**src/design/i2cc_pkg.sv**
```systemverilog
// constants and types of the two-wire control-register block
// assumes a 100 MHz system clock and a byte-addressed register bus
package i2cc_pkg;
  // register byte offsets
  localparam logic [3:0] OFS_CTRL = 4'h0;
  localparam logic [3:0] OFS_STAT = 4'h4;
  localparam logic [3:0] OFS_MASK = 4'h8;
  // control bit positions
  localparam int CB_ON = 5;
  localparam int CB_GCA = 4;
  localparam int CB_START = 3;
  localparam int CB_ACK = 2;
  localparam int CB_STOP = 1;
  localparam int CB_IRQ = 0;
  // status bit positions, event pending reads at bit 7
  localparam int SB_START = 0;
  localparam int SB_HDR = 1;
  localparam int SB_BYTE = 2;
  localparam int SB_HIT = 3;
  localparam int SB_AACK = 4;
  localparam int SB_EVT = 7;
  // values after reset
  localparam logic [5:0] CTRL_RST = 6'h00;
  localparam logic [4:0] STAT_RST = 5'h00;
  localparam logic [4:0] MASK_RST = 5'h00;
  localparam logic [2:0] SYNC_RST = 3'h7;
  // bus condition timing
  localparam int CLK_NS = 10;
  localparam int T_COND_NS = 5000;
  localparam logic [9:0] T_COND_CYC = 10'((T_COND_NS + CLK_NS - 1) / CLK_NS);
  localparam logic [9:0] CNT_ZERO = 10'h000;
  localparam logic [9:0] CNT_ONE = 10'h001;
  typedef enum logic [2:0] {
    ENG_IDLE, ENG_RSTART, ENG_START, ENG_STOP1, ENG_STOP2
  } i2cc_eng_t;
  typedef struct packed {
    logic waitreq;
    logic [7:0] rdata;
    logic [5:0] ctl;
    logic [4:0] stat;
    logic [4:0] mask;
    logic [2:0] scl_s;
    logic [2:0] sda_s;
    logic scl_f;
    logic sda_f;
    logic busy;
    logic master;
    i2cc_eng_t eng;
    logic [9:0] cnt;
    logic addr_ok;
    logic gc_mode;
    logic release_l;
    logic scl_oe;
    logic sda_oe;
    logic ack;
    logic irq;
    logic pin_alt;
  } i2cc_state_t;
endpackage

```
**src/design/i2cc_ctrl.sv**
```systemverilog
// control-register logic of a multimaster two-wire serial interface
// assumes the byte datapath sends one-cycle event pulses on ref_clk_i
`timescale 1ns/1ps
module i2cc_ctrl import i2cc_pkg::*; (
  input wire logic ref_clk_i,
  input wire logic resetn_i,
  input wire logic [3:0] address_i,
  input wire logic read_i,
  input wire logic write_i,
  input wire logic [31:0] writedata_i,
  output logic [31:0] readdata_o,
  output logic waitrequest_o,
  input wire logic scl_i,
  input wire logic sda_i,
  output logic scl_o,
  output logic scl_oe_o,
  output logic sda_o,
  output logic sda_oe_o,
  output logic pin_alt_o,
  input wire logic header_sent_i,
  input wire logic byte_done_i,
  input wire logic addr_ack_i,
  input wire logic addr_valid_i,
  input wire logic [7:0] addr_byte_i,
  input wire logic own_addr_hit_i,
  output logic ack_o,
  output logic gc_mode_o,
  output logic tx_allow_o,
  output logic master_o,
  output logic irq_o
);
  i2cc_state_t s;
  i2cc_state_t n;
  logic wr;
  logic start_det;
  logic stop_det;
  logic start_done;
  logic gc_hit;
  logic stretch;
  logic scl_drv;
  logic sda_drv;
  logic [4:0] ev;

  // ==========================================================
  // helpers
  // write strobe landing on one register offset
  function automatic logic reg_wr(input logic wr_ok, input logic [3:0] adr,
                                  input logic [3:0] ofs);
    return wr_ok && (adr == ofs);
  endfunction

  // filtered level follows stages two and three once they agree
  function automatic logic pin_filt(input logic [2:0] sh, input logic prev);
    logic v;
    v = prev;
    if (sh[1] == sh[2]) begin
      v = sh[2];
    end
    return v;
  endfunction

  // lines pulled low in each engine phase, as {scl, sda}
  function automatic logic [1:0] eng_lines(input i2cc_eng_t e);
    logic [1:0] v;
    v = 2'b00;
    unique case (e)
      ENG_IDLE: v = 2'b00;
      ENG_RSTART: v = 2'b00;
      ENG_START: v = 2'b01;
      ENG_STOP1: v = 2'b11;
      ENG_STOP2: v = 2'b01;
      default: v = 2'b00;
    endcase
    return v;
  endfunction

  // ==========================================================
  // next state
  always_comb begin
    n = s;
    start_done = 1'b0;
    gc_hit = 1'b0;
    // pin sampling, change taken once stages two and three agree
    n.scl_s = {s.scl_s[1:0], scl_i};
    n.sda_s = {s.sda_s[1:0], sda_i};
    n.scl_f = pin_filt(s.scl_s, s.scl_f);
    n.sda_f = pin_filt(s.sda_s, s.sda_f);
    start_det = s.scl_f & n.scl_f & s.sda_f & ~n.sda_f;
    stop_det = s.scl_f & n.scl_f & ~s.sda_f & n.sda_f;
    // busy bus holds off a slave start until a stop is seen
    if (start_det) begin
      n.busy = 1'b1;
    end else if (stop_det) begin
      n.busy = 1'b0;
    end

    // ==========================================================
    // register bus
    wr = write_i & ~s.waitreq;
    // request taken while waitrequest high, answered next cycle
    // data latched at the take edge stands through the answer cycle
    if ((read_i | write_i) & s.waitreq) begin
      n.waitreq = 1'b0;
      unique case (address_i)
        OFS_CTRL: n.rdata = {2'b00, s.ctl};
        OFS_STAT: n.rdata = {|s.stat, 2'b00, s.stat};
        OFS_MASK: n.rdata = {3'b000, s.mask};
        default: n.rdata = 8'h00;
      endcase
    end else begin
      n.waitreq = 1'b1;
    end
    if (reg_wr(wr, address_i, OFS_CTRL)) begin
      // from off only enable lands; a second write loads the rest
      if (!s.ctl[CB_ON]) begin
        n.ctl[CB_ON] = writedata_i[CB_ON];
      end else begin
        n.ctl = writedata_i[5:0];
      end
    end
    if (reg_wr(wr, address_i, OFS_MASK)) begin
      n.mask = writedata_i[4:0];
    end

    // ==========================================================
    // address phase
    if (addr_valid_i & s.ctl[CB_ON]) begin
      // general call read (01h) is never accepted
      if (addr_byte_i[7:1] == 7'h00) begin
        gc_hit = ~addr_byte_i[0] & s.ctl[CB_GCA];
        n.addr_ok = gc_hit;
        n.gc_mode = gc_hit;
      end else begin
        n.addr_ok = own_addr_hit_i;
        n.gc_mode = 1'b0;
      end
    end
    // a stop on the bus ends any addressed transfer
    if (stop_det) begin
      n.addr_ok = 1'b0;
      n.gc_mode = 1'b0;
    end

    // ==========================================================
    // start and stop engine
    // hold counter saturates at zero
    n.cnt = (s.cnt == CNT_ZERO) ? CNT_ZERO : 10'(s.cnt - CNT_ONE);
    unique case (s.eng)
      ENG_IDLE: begin
        if (s.ctl[CB_ON] & s.ctl[CB_START]) begin
          if (s.master) begin
            n.eng = ENG_RSTART;
            n.cnt = T_COND_CYC;
          end else if (!s.busy) begin
            n.eng = ENG_START;
            n.cnt = T_COND_CYC;
          end
        end else if (s.ctl[CB_ON] & s.master & s.ctl[CB_STOP] &
                     (s.stat[SB_BYTE] | s.stat[SB_START])) begin
          n.eng = ENG_STOP1;
          n.cnt = T_COND_CYC;
        end
      end
      // both lines released for a full hold before the new start
      ENG_RSTART: begin
        if (s.cnt == CNT_ZERO) begin
          n.eng = ENG_START;
          n.cnt = T_COND_CYC;
        end
      end
      // sda low with scl released marks the start
      ENG_START: begin
        if (s.cnt == CNT_ZERO) begin
          n.eng = ENG_IDLE;
          start_done = 1'b1;
          n.ctl[CB_START] = 1'b0;
          n.master = 1'b1;
        end
      end
      // both lines low, then scl released ahead of sda
      ENG_STOP1: begin
        if (s.cnt == CNT_ZERO) begin
          n.eng = ENG_STOP2;
          n.cnt = T_COND_CYC;
        end
      end
      // cleared flags keep scl free once the stop is out
      ENG_STOP2: begin
        if (s.cnt == CNT_ZERO) begin
          n.eng = ENG_IDLE;
          n.ctl[CB_STOP] = 1'b0;
          n.master = 1'b0;
          n.stat[SB_BYTE] = 1'b0;
          n.stat[SB_START] = 1'b0;
        end
      end
      default: n.eng = ENG_IDLE;
    endcase

    // slave release held until software drops the stop bit
    if (~s.master & s.ctl[CB_STOP] & byte_done_i) begin
      n.release_l = 1'b1;
    end
    if (!n.ctl[CB_STOP]) begin
      n.release_l = 1'b0;
    end

    // ==========================================================
    // sticky events, set wins over write-one-clear
    ev = 5'h00;
    ev[SB_START] = start_done;
    ev[SB_HDR] = header_sent_i;
    ev[SB_BYTE] = byte_done_i;
    ev[SB_HIT] = (addr_valid_i & own_addr_hit_i) | gc_hit;
    ev[SB_AACK] = addr_ack_i;
    if (reg_wr(wr, address_i, OFS_STAT)) begin
      n.stat = n.stat & ~writedata_i[4:0];
    end
    // events are dropped while disabled
    if (s.ctl[CB_ON]) begin
      n.stat = n.stat | ev;
    end

    // ==========================================================
    // disable clears the other control bits, status, engine and modes; stop bit and mask kept
    if (!n.ctl[CB_ON]) begin
      n.ctl[CB_GCA] = 1'b0;
      n.ctl[CB_START] = 1'b0;
      n.ctl[CB_ACK] = 1'b0;
      n.ctl[CB_IRQ] = 1'b0;
      n.stat = STAT_RST;
      n.eng = ENG_IDLE;
      n.master = 1'b0;
      n.addr_ok = 1'b0;
      n.gc_mode = 1'b0;
      n.release_l = 1'b0;
    end

    // ==========================================================
    // registered outputs
    {scl_drv, sda_drv} = eng_lines(n.eng);
    // stretch held off while the engine owns the lines
    stretch = (|n.stat) & (n.eng == ENG_IDLE);
    n.scl_oe = n.ctl[CB_ON] & ~n.release_l & (scl_drv | stretch);
    n.sda_oe = n.ctl[CB_ON] & ~n.release_l & sda_drv;
    n.pin_alt = n.ctl[CB_ON];
    n.ack = n.ctl[CB_ON] & n.ctl[CB_ACK] & n.addr_ok & ~n.release_l;
    n.irq = n.ctl[CB_IRQ] & (|(n.stat & n.mask));
  end

  // ==========================================================
  // state register
  // lines idle high, so synchronisers reset high: no false edge
  always_ff @(posedge ref_clk_i) begin
    if (!resetn_i) begin
      s <= '0;
      s.waitreq <= 1'b1;
      s.ctl <= CTRL_RST;
      s.stat <= STAT_RST;
      s.mask <= MASK_RST;
      s.scl_s <= SYNC_RST;
      s.sda_s <= SYNC_RST;
      s.scl_f <= 1'b1;
      s.sda_f <= 1'b1;
      s.eng <= ENG_IDLE;
      s.cnt <= CNT_ZERO;
    end else begin
      s <= n;
    end
  end

  assign readdata_o = {24'h000000, s.rdata};
  assign waitrequest_o = s.waitreq;
  // open-drain: only the enables move
  assign scl_o = 1'b0;
  assign sda_o = 1'b0;
  assign scl_oe_o = s.scl_oe;
  assign sda_oe_o = s.sda_oe;
  assign pin_alt_o = s.pin_alt;
  assign ack_o = s.ack;
  assign gc_mode_o = s.gc_mode;
  // general call is receive only
  assign tx_allow_o = ~s.gc_mode;
  assign master_o = s.master;
  assign irq_o = s.irq;
endmodule

```
**config.mk**
```make
export PLATFORM = sky130hd
export DESIGN_NAME = i2cc_ctrl
export DESIGN_NICKNAME = d
export VERILOG_FILES = /design/src/design/i2cc_pkg.sv /design/src/design/i2cc_ctrl.sv
export SDC_FILE = /design/constraint.sdc
export NUM_CORES = 1
export LEC_CHECK = 0
export BUFFER_PORTS_ARGS = -buffer_cell sky130_fd_sc_hd__buf_2
export CAP_MARGIN = 30
export CORE_ASPECT_RATIO = 0.75
export CORE_MARGIN = 1
export CORE_UTILIZATION = 35
export CTS_CLUSTER_DIAMETER = 40
export DETAILED_ROUTE_END_ITERATION = 12
export SYNTH_ARGS = -nofsm -noshare
export SYNTH_HDL_FRONTEND = slang
export SYNTH_SLANG_ARGS = --single-unit
```
**constraint.sdc**
```tcl
create_clock -name ref_clk_i -period 6.2 [get_ports ref_clk_i]
set_input_delay 0.62 -clock ref_clk_i [delete_from_list [all_inputs] [get_ports ref_clk_i]]
set_output_delay 0.62 -clock ref_clk_i [all_outputs]
set_load 0.05 [all_outputs]
```
==> results.sh, run 1 <==
export IMPL_final_net_count=404
export IMPL_num_rows=27
export IMPL_vias=2124
export IMPL_hpwl_um=4230
export IMPL_cp_arrival_ns=3.03
export IMPL_start_kind="input port"
export IMPL_dieArea_um2=7970
export IMPL_dp_cells=441
export IMPL_firstDrtPassIters=4
export IMPL_fin_tns_setup_ns=0
export IMPL_start_util_pct=36.2
export IMPL_drt_wirelength_per_cell_um=12.2
export IMPL_synth_xor_area_share_pct=2.30
export IMPL_core_area_um2=7360
export IMPL_drt_total_wl_um=5480
export IMPL_drcViolationCount=0
export IMPL_grt_overflow_total=0
export IMPL_design_power_total_mw=0.865
export IMPL_holdPathEnd="n[30]"
export IMPL_clockRootBuffer="clkbuf_8"
export IMPL_instances_no_fill=449
export IMPL_syn_avg_cell_area_um2=8.60
export IMPL_cp_end_kind="register"
export IMPL_via_per_inst=4.73
export IMPL_antenna_found_initial=0
export IMPL_post_cts_setup_buffer_count=0
export IMPL_drv_cap=0
export IMPL_finalCritPeriodShare_pct=45.2
export IMPL_fp_dieH_um=77.6
export IMPL_drv_slew=0
export IMPL_ctsHoldBuffers=0
export IMPL_syn_inst=310
export IMPL_fillers=762
export IMPL_placed_area_um2=2830
export IMPL_powerDensity_nw_per_um2=293
export IMPL_drt_iter0_markers=105
export IMPL_synth_edff_count=0
export IMPL_cts_resized=0
export IMPL_clockBufferDepth=2
export IMPL_ios=98
export IMPL_gp_congestion=0.833
export IMPL_clk_latency_ns=0.32
export IMPL_rr_endpoint="ack_o"
export IMPL_grt_max_degree=19
export IMPL_ys_types=48
export IMPL_port_buffer_count=44
export IMPL_holdCritPathClass="reg2reg"
export IMPL_drive_above_1_share_pct=18.7
export IMPL_final_setup_skew_ns=0.0171
export IMPL_ys_ff_latch=54
export IMPL_die_w_um=103
export IMPL_synth_flop_cell="dfxtp_1"
export IMPL_yosysSeqAreaShare_pct=40.6
export IMPL_critical_path_class="in2reg"
export IMPL_crit_required_ns=6.42
export IMPL_crit_fanout=18
export IMPL_yosysWarnings=0
export IMPL_timing_hold_violations_final=0
export IMPL_relSlewSlack_pct=44.6
export IMPL_r2r_start="waitrequest_o"
export IMPL_rsz0062_at_grt="false"
export IMPL_synth_top_family_by_area="simple AND/OR/NAND/NOR gates"
export IMPL_tightestPinTransition_ns=0.828
export IMPL_async_flop_share_pct=0
export IMPL_fin_crit_ns=2.80
export IMPL_final_cell_mix="dfxtp_1 (54), nor2_1 (48), buf_2 (45)"
export IMPL_min_from="n[29]"
export IMPL_synth_area_mux_share_pct=6.01
export IMPL_min_delay_path_depth=1
export IMPL_cts_sinks=54
export IMPL_reg2reg_depth=6
export IMPL_synth_fa_ha_area_share_pct=0.939
export IMPL_max_freq_mhz=357
export IMPL_synth_compound_area_share_pct=14.3
export IMPL_postLayoutCellArea_um2=2950
export IMPL_htreeDepth=2
export IMPL_diodes=0
export IMPL_rrSetupSlack_ns=3.47
export IMPL_final_common_cell="dfxtp_1"
export IMPL_postRouteAntennaNets=0
export IMPL_peakVddDrop_mv=0.140
export IMPL_grt_pass1_wl_um=8870
export IMPL_syn_area_um2=2670
export IMPL_cts_clk_slew_worst_paths_ns=0.10
export IMPL_setup_viol=0
export IMPL_cts_made_buffers=5
export IMPL_synth_simple_gate_area_share_pct=23.5
export IMPL_p_leak_nw=1.24
export IMPL_areaGrowthSynthToFinish_pct=10.7
export IMPL_grt_use_total_pct=14.4
export IMPL_cts_tree="done"
export IMPL_grt_pass1_vias=1843
export IMPL_outcome="finished, final reports clean"
## Yosys cell counts, types with 2 or more instances
library cell / n / share of area (%)
nand2_1: 18 / 2.5
o22ai_1: 3 / 0.70
nand3b_1: 3 / 0.85
nand3_1: 7 / 1.3
or2_2: 2 / 0.47
xnor2_1: 5 / 1.6
o31a_1: 2 / 0.66
nor3_1: 10 / 1.9
a22oi_1: 7 / 2.0
a31oi_1: 3 / 0.70
o211ai_1: 2 / 0.56
clkbuf_1: 5 / 0.70
mux2i_1: 16 / 6.0
o311a_1: 2 / 0.75
a21oi_1: 11 / 2.1
nand2b_1: 11 / 2.6
o21ai_0: 19 / 3.6
buf_2: 3 / 0.56
nor2b_1: 5 / 1.2
nor2_1: 48 / 6.8
ha_1: 2 / 0.94
inv_1: 10 / 1.4
xor2_1: 2 / 0.66
dfxtp_1: 54 / 41
nand4_1: 2 / 0.47
a2111oi_0: 3 / 0.99
buf_4: 34 / 9.6
## flip-flops by register name, indices dropped and copies added, names as in the netlist
register / count
gc_mode_o: 1
readdata_o: 7
s: 36
sda_oe_o: 1
master_o: 1
irq_o: 1
scl_oe_o: 1
waitrequest_o: 1
ack_o: 1
n: 4
## metal layers
layer / GRT usage, % / vias up / part of all wire [%]
met3: 3.87 / 8 / 6.9
met1: 21.6 / 951 / 54
met5: 0 / - / 0
li1: - / 1085 / -
met2: 19.6 / 80 / 38
met4: 4.37 / 0 / 1.3
## critical path: stages
cell and delay [ns]:
buf_2 0.12, nor4b_2 0.73, nand2_1 0.24, mux2i_1 0.19, nand2b_1 0.50, or2_2 0.47, nor3_1 0.16
## worst max-delay path by stage
stage / start / endpoint / cells after the start / slack (ns)
2_1_floorplan: address_i[1] / scl_oe_o / 6 / 3.91
4_1_cts: address_i[1] / ack_o / 7 / 3.44
3_3_place_gp: address_i[1] / ack_o / 7 / 3.18
6_report: address_i[1] / ack_o / 7 / 3.40
3_5_place_dp: address_i[1] / ack_o / 7 / 3.12
5_1_grt: address_i[1] / sda_oe_o / 7 / 3.35
## area by class of cell
cell class / instances / area, um2 / area share, %
flip-flops and latches: 54 / 1080 / 36.6
clock inverters: 3 / 48.8 / 1.65
clock buffers: 5 / 68.8 / 2.33
inverters: 10 / 37.5 / 1.27
well taps: 101 / 126 / 4.28
repair buffers: 46 / 233 / 7.89
multi-input cells: 230 / 1360 / 45.9
## metrics by stage
step	hold WS [ns]	worst slack [ns]	utilization, %
floorplan	0.386	3.91	-
global placement	0.391	3.18	38.4
detailed placement	0.396	3.12	38.5
CTS	0.421	3.44	40.1
global route	0.438	3.35	40.1
finish	0.417	3.40	40.1
## kinds of logic after synthesis
| group | after synthesis |
|---|---|
| AND/OR/NAND/NOR | 120 |
| other | 1 |
| flip-flops | 54 |
| adder cells (fa/ha/maj) | 2 |
| XOR/XNOR | 7 |
| buffers and inverters | 52 |
| multiplexers | 16 |
| AO/OA/AOI/OAI | 58 |
## where the power goes
| part | switching [mW] | internal, mW | total [mW] |
|---|---|---|---|
| Combinational | 0.142 | 0.0830 | 0.225 |
| Sequential | 0.0217 | 0.372 | 0.394 |
| Clock | 0.123 | 0.123 | 0.246 |
Power figures use the tool's default switching activity.
==> run 2, diff against run 1 <==
==> constraint.sdc (replaced) <==
create_clock -name ref_clk_i -period 2.9 [get_ports ref_clk_i]
set_input_delay 0.29 -clock ref_clk_i [delete_from_list [all_inputs] [get_ports ref_clk_i]]
set_output_delay 0.29 -clock ref_clk_i [all_outputs]
set_load 0.05 [all_outputs]
==> results.sh, run 2 (synthesis gave the netlist of run 1 again) <==
export IMPL_htreeDepth=2
export IMPL_cp_arrival_ns=2.51
export IMPL_crit_fanout=4
export IMPL_num_rows=27
export IMPL_reg2reg_depth=6
export IMPL_relSlewSlack_pct=54.4
export IMPL_firstDrtPassIters=4
export IMPL_start_kind="register"
export IMPL_timing_hold_violations_final=0
export IMPL_final_setup_skew_ns=0.0150
export IMPL_cts_made_buffers=5
export IMPL_grt_pass1_wl_um=8730
export IMPL_drv_slew=0
export IMPL_holdCritPathClass="in2reg"
export IMPL_ios=98
export IMPL_drt_wirelength_per_cell_um=12.2
export IMPL_setup_viol=0
export IMPL_cts_tree="done"
export IMPL_peakVddDrop_mv=0.231
export IMPL_post_cts_setup_buffer_count=0
export IMPL_max_freq_mhz=433
export IMPL_clk_latency_ns=0.31
export IMPL_regArea_um2=1080
export IMPL_finalCritPeriodShare_pct=79.7
export IMPL_gp_congestion=0.826
export IMPL_drt_iter0_markers=140
export IMPL_cp_depth=6
export IMPL_drcViolationCount=0
export IMPL_tightestPinTransition_ns=0.667
export IMPL_core_area_um2=7360
export IMPL_clockBufferDepth=2
export IMPL_crit_chain="or4b_2, o21ai_0, and3_1, nand2_1, o311a_1, o211a_1"
export IMPL_path_delay_family="simple AND/OR/NAND/NOR gates"
export IMPL_top_register="s"
export IMPL_critical_path_class="reg2reg"
export IMPL_max_stage_delay_ns=0.71
export IMPL_finish_utilization_pct=40.0
export IMPL_fin_crit_ns=2.31
export IMPL_dieArea_um2=7970
export IMPL_postRouteAntennaNets=0
export IMPL_grt_use_total_pct=14.3
export IMPL_start_util_pct=36.2
export IMPL_rsz0062_at_grt="false"
export IMPL_cts_resized=0
export IMPL_final_cell_mix="dfxtp_1 (54), nor2_1 (48), buf_2 (44)"
export IMPL_largest_reg_flops=36
export IMPL_ctsHoldBuffers=0
export IMPL_port_buffer_count=44
export IMPL_grt_overflow_total=0
export IMPL_fin_tns_setup_ns=0
export IMPL_clockRootBuffer="clkbuf_8"
export IMPL_fp_dieH_um=77.6
export IMPL_diodes=0
export IMPL_outcome="finished, final reports clean"
export IMPL_vias=2132
export IMPL_powerDensity_nw_per_um2=589
export IMPL_path_buf_inv=0
export IMPL_areaGrowthSynthToFinish_pct=10.5
export IMPL_grt_max_degree=17
export IMPL_design_power_total_mw=1.73
export IMPL_cts_sinks=54
export IMPL_drive_above_1_share_pct=19.1
export IMPL_grt_pass1_vias=1782
export IMPL_hpwl_um=4210
export IMPL_final_net_count=407
export IMPL_min_delay_path_depth=2
export IMPL_die_w_um=103
export IMPL_cp_end_kind="register"
export IMPL_drv_cap=0
export IMPL_p_leak_nw=1.24
export IMPL_drt_total_wl_um=5510
export IMPL_crit_required_ns=3.10
export IMPL_fillers=768
export IMPL_via_per_inst=4.72
export IMPL_multiInputGateArea_um2=1360
export IMPL_critPathSlowestCell="or4b_2"
export IMPL_final_common_cell="dfxtp_1"
export IMPL_cts_clk_slew_worst_paths_ns=0.09
export IMPL_antenna_found_initial=0
==> run 2: cell types whose count changed in the layout (fill, tap and decap cells not counted), sizes merged <==
cell      delta
clkbuf       +1
clkinvlp     -1
clkinv       +2
bufinv       -1
inv          -1
buf          +3
==> run 2: stage by stage <==
stage                     hold slack [ns]  instances  cell area (um2)  worst slack (ns)
after floorplan                     0.386        336             2760             0.635
after global placement              0.391        444             2860             0.621
after detailed placement            0.399        444             2860             0.591
after CTS                           0.147        452             2940             0.638
after global routing                0.153        452             2940             0.531
final                               0.156        452             2940             0.590
==> run 2: power breakdown <==
part | internal, mW | switching [mW] | total (mW)
Sequential | 0.795 | 0.0474 | 0.842
Clock | 0.171 | 0.238 | 0.409
Combinational | 0.179 | 0.302 | 0.481
==> run 2: worst paths after layout <==
path	startpoint	to	slack, ns
max reg2reg	waitrequest_o	scl_oe_o	0.59
min reg2reg	n[26]	n[27]	0.42
min	scl_i	n[29]	0.16
max	waitrequest_o	scl_oe_o	0.59
==> run 2: final cells by class <==
type                    count  area share, %
multi-input cells         230           46.0
flip-flops and latches     54           36.7
repair buffers             49           8.75
well taps                 101           4.29
clock buffers               6           2.46
inverters                  10           1.27
clock inverters             2          0.467
==> run 2: metal layers <==
layer  global-route usage (%)  share of wire (%)  vias up
li1                         -                  -     1088
met2                     18.8                 38       76
met4                     5.49                1.3        0
met3                     2.97                6.0        5
met5                        0                  0        -
met1                     22.2                 55      963
==> run 3, diff against run 2 <==
==> constraint.sdc (replaced) <==
create_clock -name ref_clk_i -period 2.15 [get_ports ref_clk_i]
set_input_delay 0.215 -clock ref_clk_i [delete_from_list [all_inputs] [get_ports ref_clk_i]]
set_output_delay 0.215 -clock ref_clk_i [all_outputs]
set_load 0.05 [all_outputs]
==> results.sh, run 3 (synthesis gave the netlist of run 1 again) <==
export IMPL_outcome="finished, final reports clean"
export IMPL_postRouteAntennaNets=0
export IMPL_cts_tree="done"
export IMPL_setup_viol=0
export IMPL_p_int_mw=1.64
export IMPL_crit_required_ns=2.35
export IMPL_combPwrFrac_pct=32.5
export IMPL_min_from="scl_i"
export IMPL_drcViolationCount=0
export IMPL_final_setup_skew_ns=0.00901
export IMPL_clock_power_share_pct=22.0
export IMPL_setup_ws_ns=0.101
export IMPL_hpwl_um=4670
export IMPL_cts_sinks=54
export IMPL_cts_made_buffers=5
export IMPL_cp_startpoint="s[13]"
export IMPL_drv_slew=0
export IMPL_fillers=743
export IMPL_multiInputGateArea_um2=1370
export IMPL_drt_wirelength_per_cell_um=12.5
export IMPL_seq_power_share_pct=45.5
export IMPL_areaGrowthSynthToFinish_pct=18.6
export IMPL_cts_clk_slew_worst_paths_ns=0.09
export IMPL_final_cell_mix="dfxtp_1 (51), nor2_1 (48), buf_2 (44)"
export IMPL_powerDensity_nw_per_um2=780
export IMPL_ios=98
export IMPL_num_rows=27
export IMPL_firstDrtPassIters=4
export IMPL_die_w_um=103
export IMPL_peakVddDrop_mv=0.322
export IMPL_critical_path_class="reg2reg"
export IMPL_p_switching_mw=0.832
export IMPL_finalCritPeriodShare_pct=95.3
export IMPL_r2r_start="s[13]"
export IMPL_regArea_um2=1080
export IMPL_fin_tns_setup_ns=0
export IMPL_max_freq_mhz=488
export IMPL_diodes=0
export IMPL_fp_dieH_um=77.6
export IMPL_rsz0062_at_grt="false"
export IMPL_grt_pass1_wl_um=9560
export IMPL_grt_use_total_pct=15.6
export IMPL_rrSetupSlack_ns=0.10
export IMPL_clockBufferDepth=2
export IMPL_port_buffer_count=44
export IMPL_pre_cts_ws_ns=-0.0382
export IMPL_htreeDepth=2
export IMPL_start_util_pct=36.2
export IMPL_cp_arrival_ns=2.25
export IMPL_drv_cap=0
export IMPL_drive_above_1_share_pct=26.3
export IMPL_top_register="s"
export IMPL_gp_congestion=0.794
export IMPL_largest_reg_flops=36
export IMPL_hold_ws_ns=0.0894
export IMPL_p_leak_nw=1.38
export IMPL_antenna_found_initial=0
export IMPL_ctsHoldBuffers=0
export IMPL_timing_hold_violations_final=0
export IMPL_grt_max_degree=17
export IMPL_grt_pass1_vias=2030
export IMPL_cp_end_kind="register"
export IMPL_drt_total_wl_um=5950
export IMPL_holdCritPathClass="in2reg"
export IMPL_core_area_um2=7360
export IMPL_p_sw_share_pct=33.7
export IMPL_final_common_cell="dfxtp_1"
export IMPL_final_net_count=433
export IMPL_dp_cells=469
export IMPL_drt_iter0_markers=109
export IMPL_clockRootBuffer="clkbuf_8"
export IMPL_start_kind="register"
export IMPL_clk_latency_ns=0.30
export IMPL_dieArea_um2=7970
export IMPL_fin_crit_ns=2.05
export IMPL_grt_overflow_total=0
export IMPL_crit_fanout=4
export IMPL_instances_no_fill=477
export IMPL_vias=2254
export IMPL_finish_utilization_pct=42.9
export IMPL_via_per_inst=4.73
[run 3: cell count changes in the layout (fill, tap and decap cells not counted), sizes merged]
cell,before,now
clkinv,2,1
clkbuf,6,5
inv,10,11
buf,49,75
[run 3: power by group through the flow]
stage	combinational [mW]	clock, mW	sequential, mW
6_report	0.801	0.543	1.12
3_3_place_gp	0.761	0	1.14
5_1_grt	0.878	0.609	1.13
2_1_floorplan	0.580	0	1.15
3_5_place_dp	0.782	0	1.14
4_1_cts	0.789	0.571	1.12
[run 3: cell type report]
cell class	instances	share of cell area, %
multi-input combinational	230	43.2
sequential	54	34.3
timing repair buffer	75	14.7
tap	101	4.00
clock buffer	5	2.18
inverter	10	1.19
clock inverter	2	0.435
[run 3: stage by stage]
stage | area [um2] | power [mW]
after floorplan | 2770 | 1.73
final | 3160 | 2.47
after CTS | 3150 | 2.48
after global routing | 3160 | 2.62
after detailed placement | 3060 | 1.92
after global placement | 3060 | 1.90
[run 3: what timing repair did]
action | in CTS | in global routing
resized for setup | 3 | 5
setup buffers | 0 | 1
endpoints found under the setup margin | 1 | 8
cloned | 0 | 0
pin swaps | 1 | 1
[run 3: path summary, 6_finish.rpt]
check,depth (start not counted),to
hold / removal,2,n[29]
setup reg to reg,6,scl_oe_o
hold reg to reg,1,n[30]
setup / recovery,6,scl_oe_o
[run 3: worst max-delay path: stages (launching register included)]
cell and delay (ns):
dfxtp_1 0.32, or4_4 0.58, nor4_4 0.26, a2bb2oi_2 0.20, nand2_1 0.07, o311a_1 0.29
o211a_1 0.23
[run 3: per-layer routing]
metal | wire length [um] | vias to the layer above | track usage (%)
li1 | - | 1145 | -
met1 | 3060 | 1030 | 23.0
met2 | 2440 | 75 | 23.1
met3 | 422 | 4 | 3.24
met4 | 39 | 0 | 3.38
met5 | 0 | - | 0
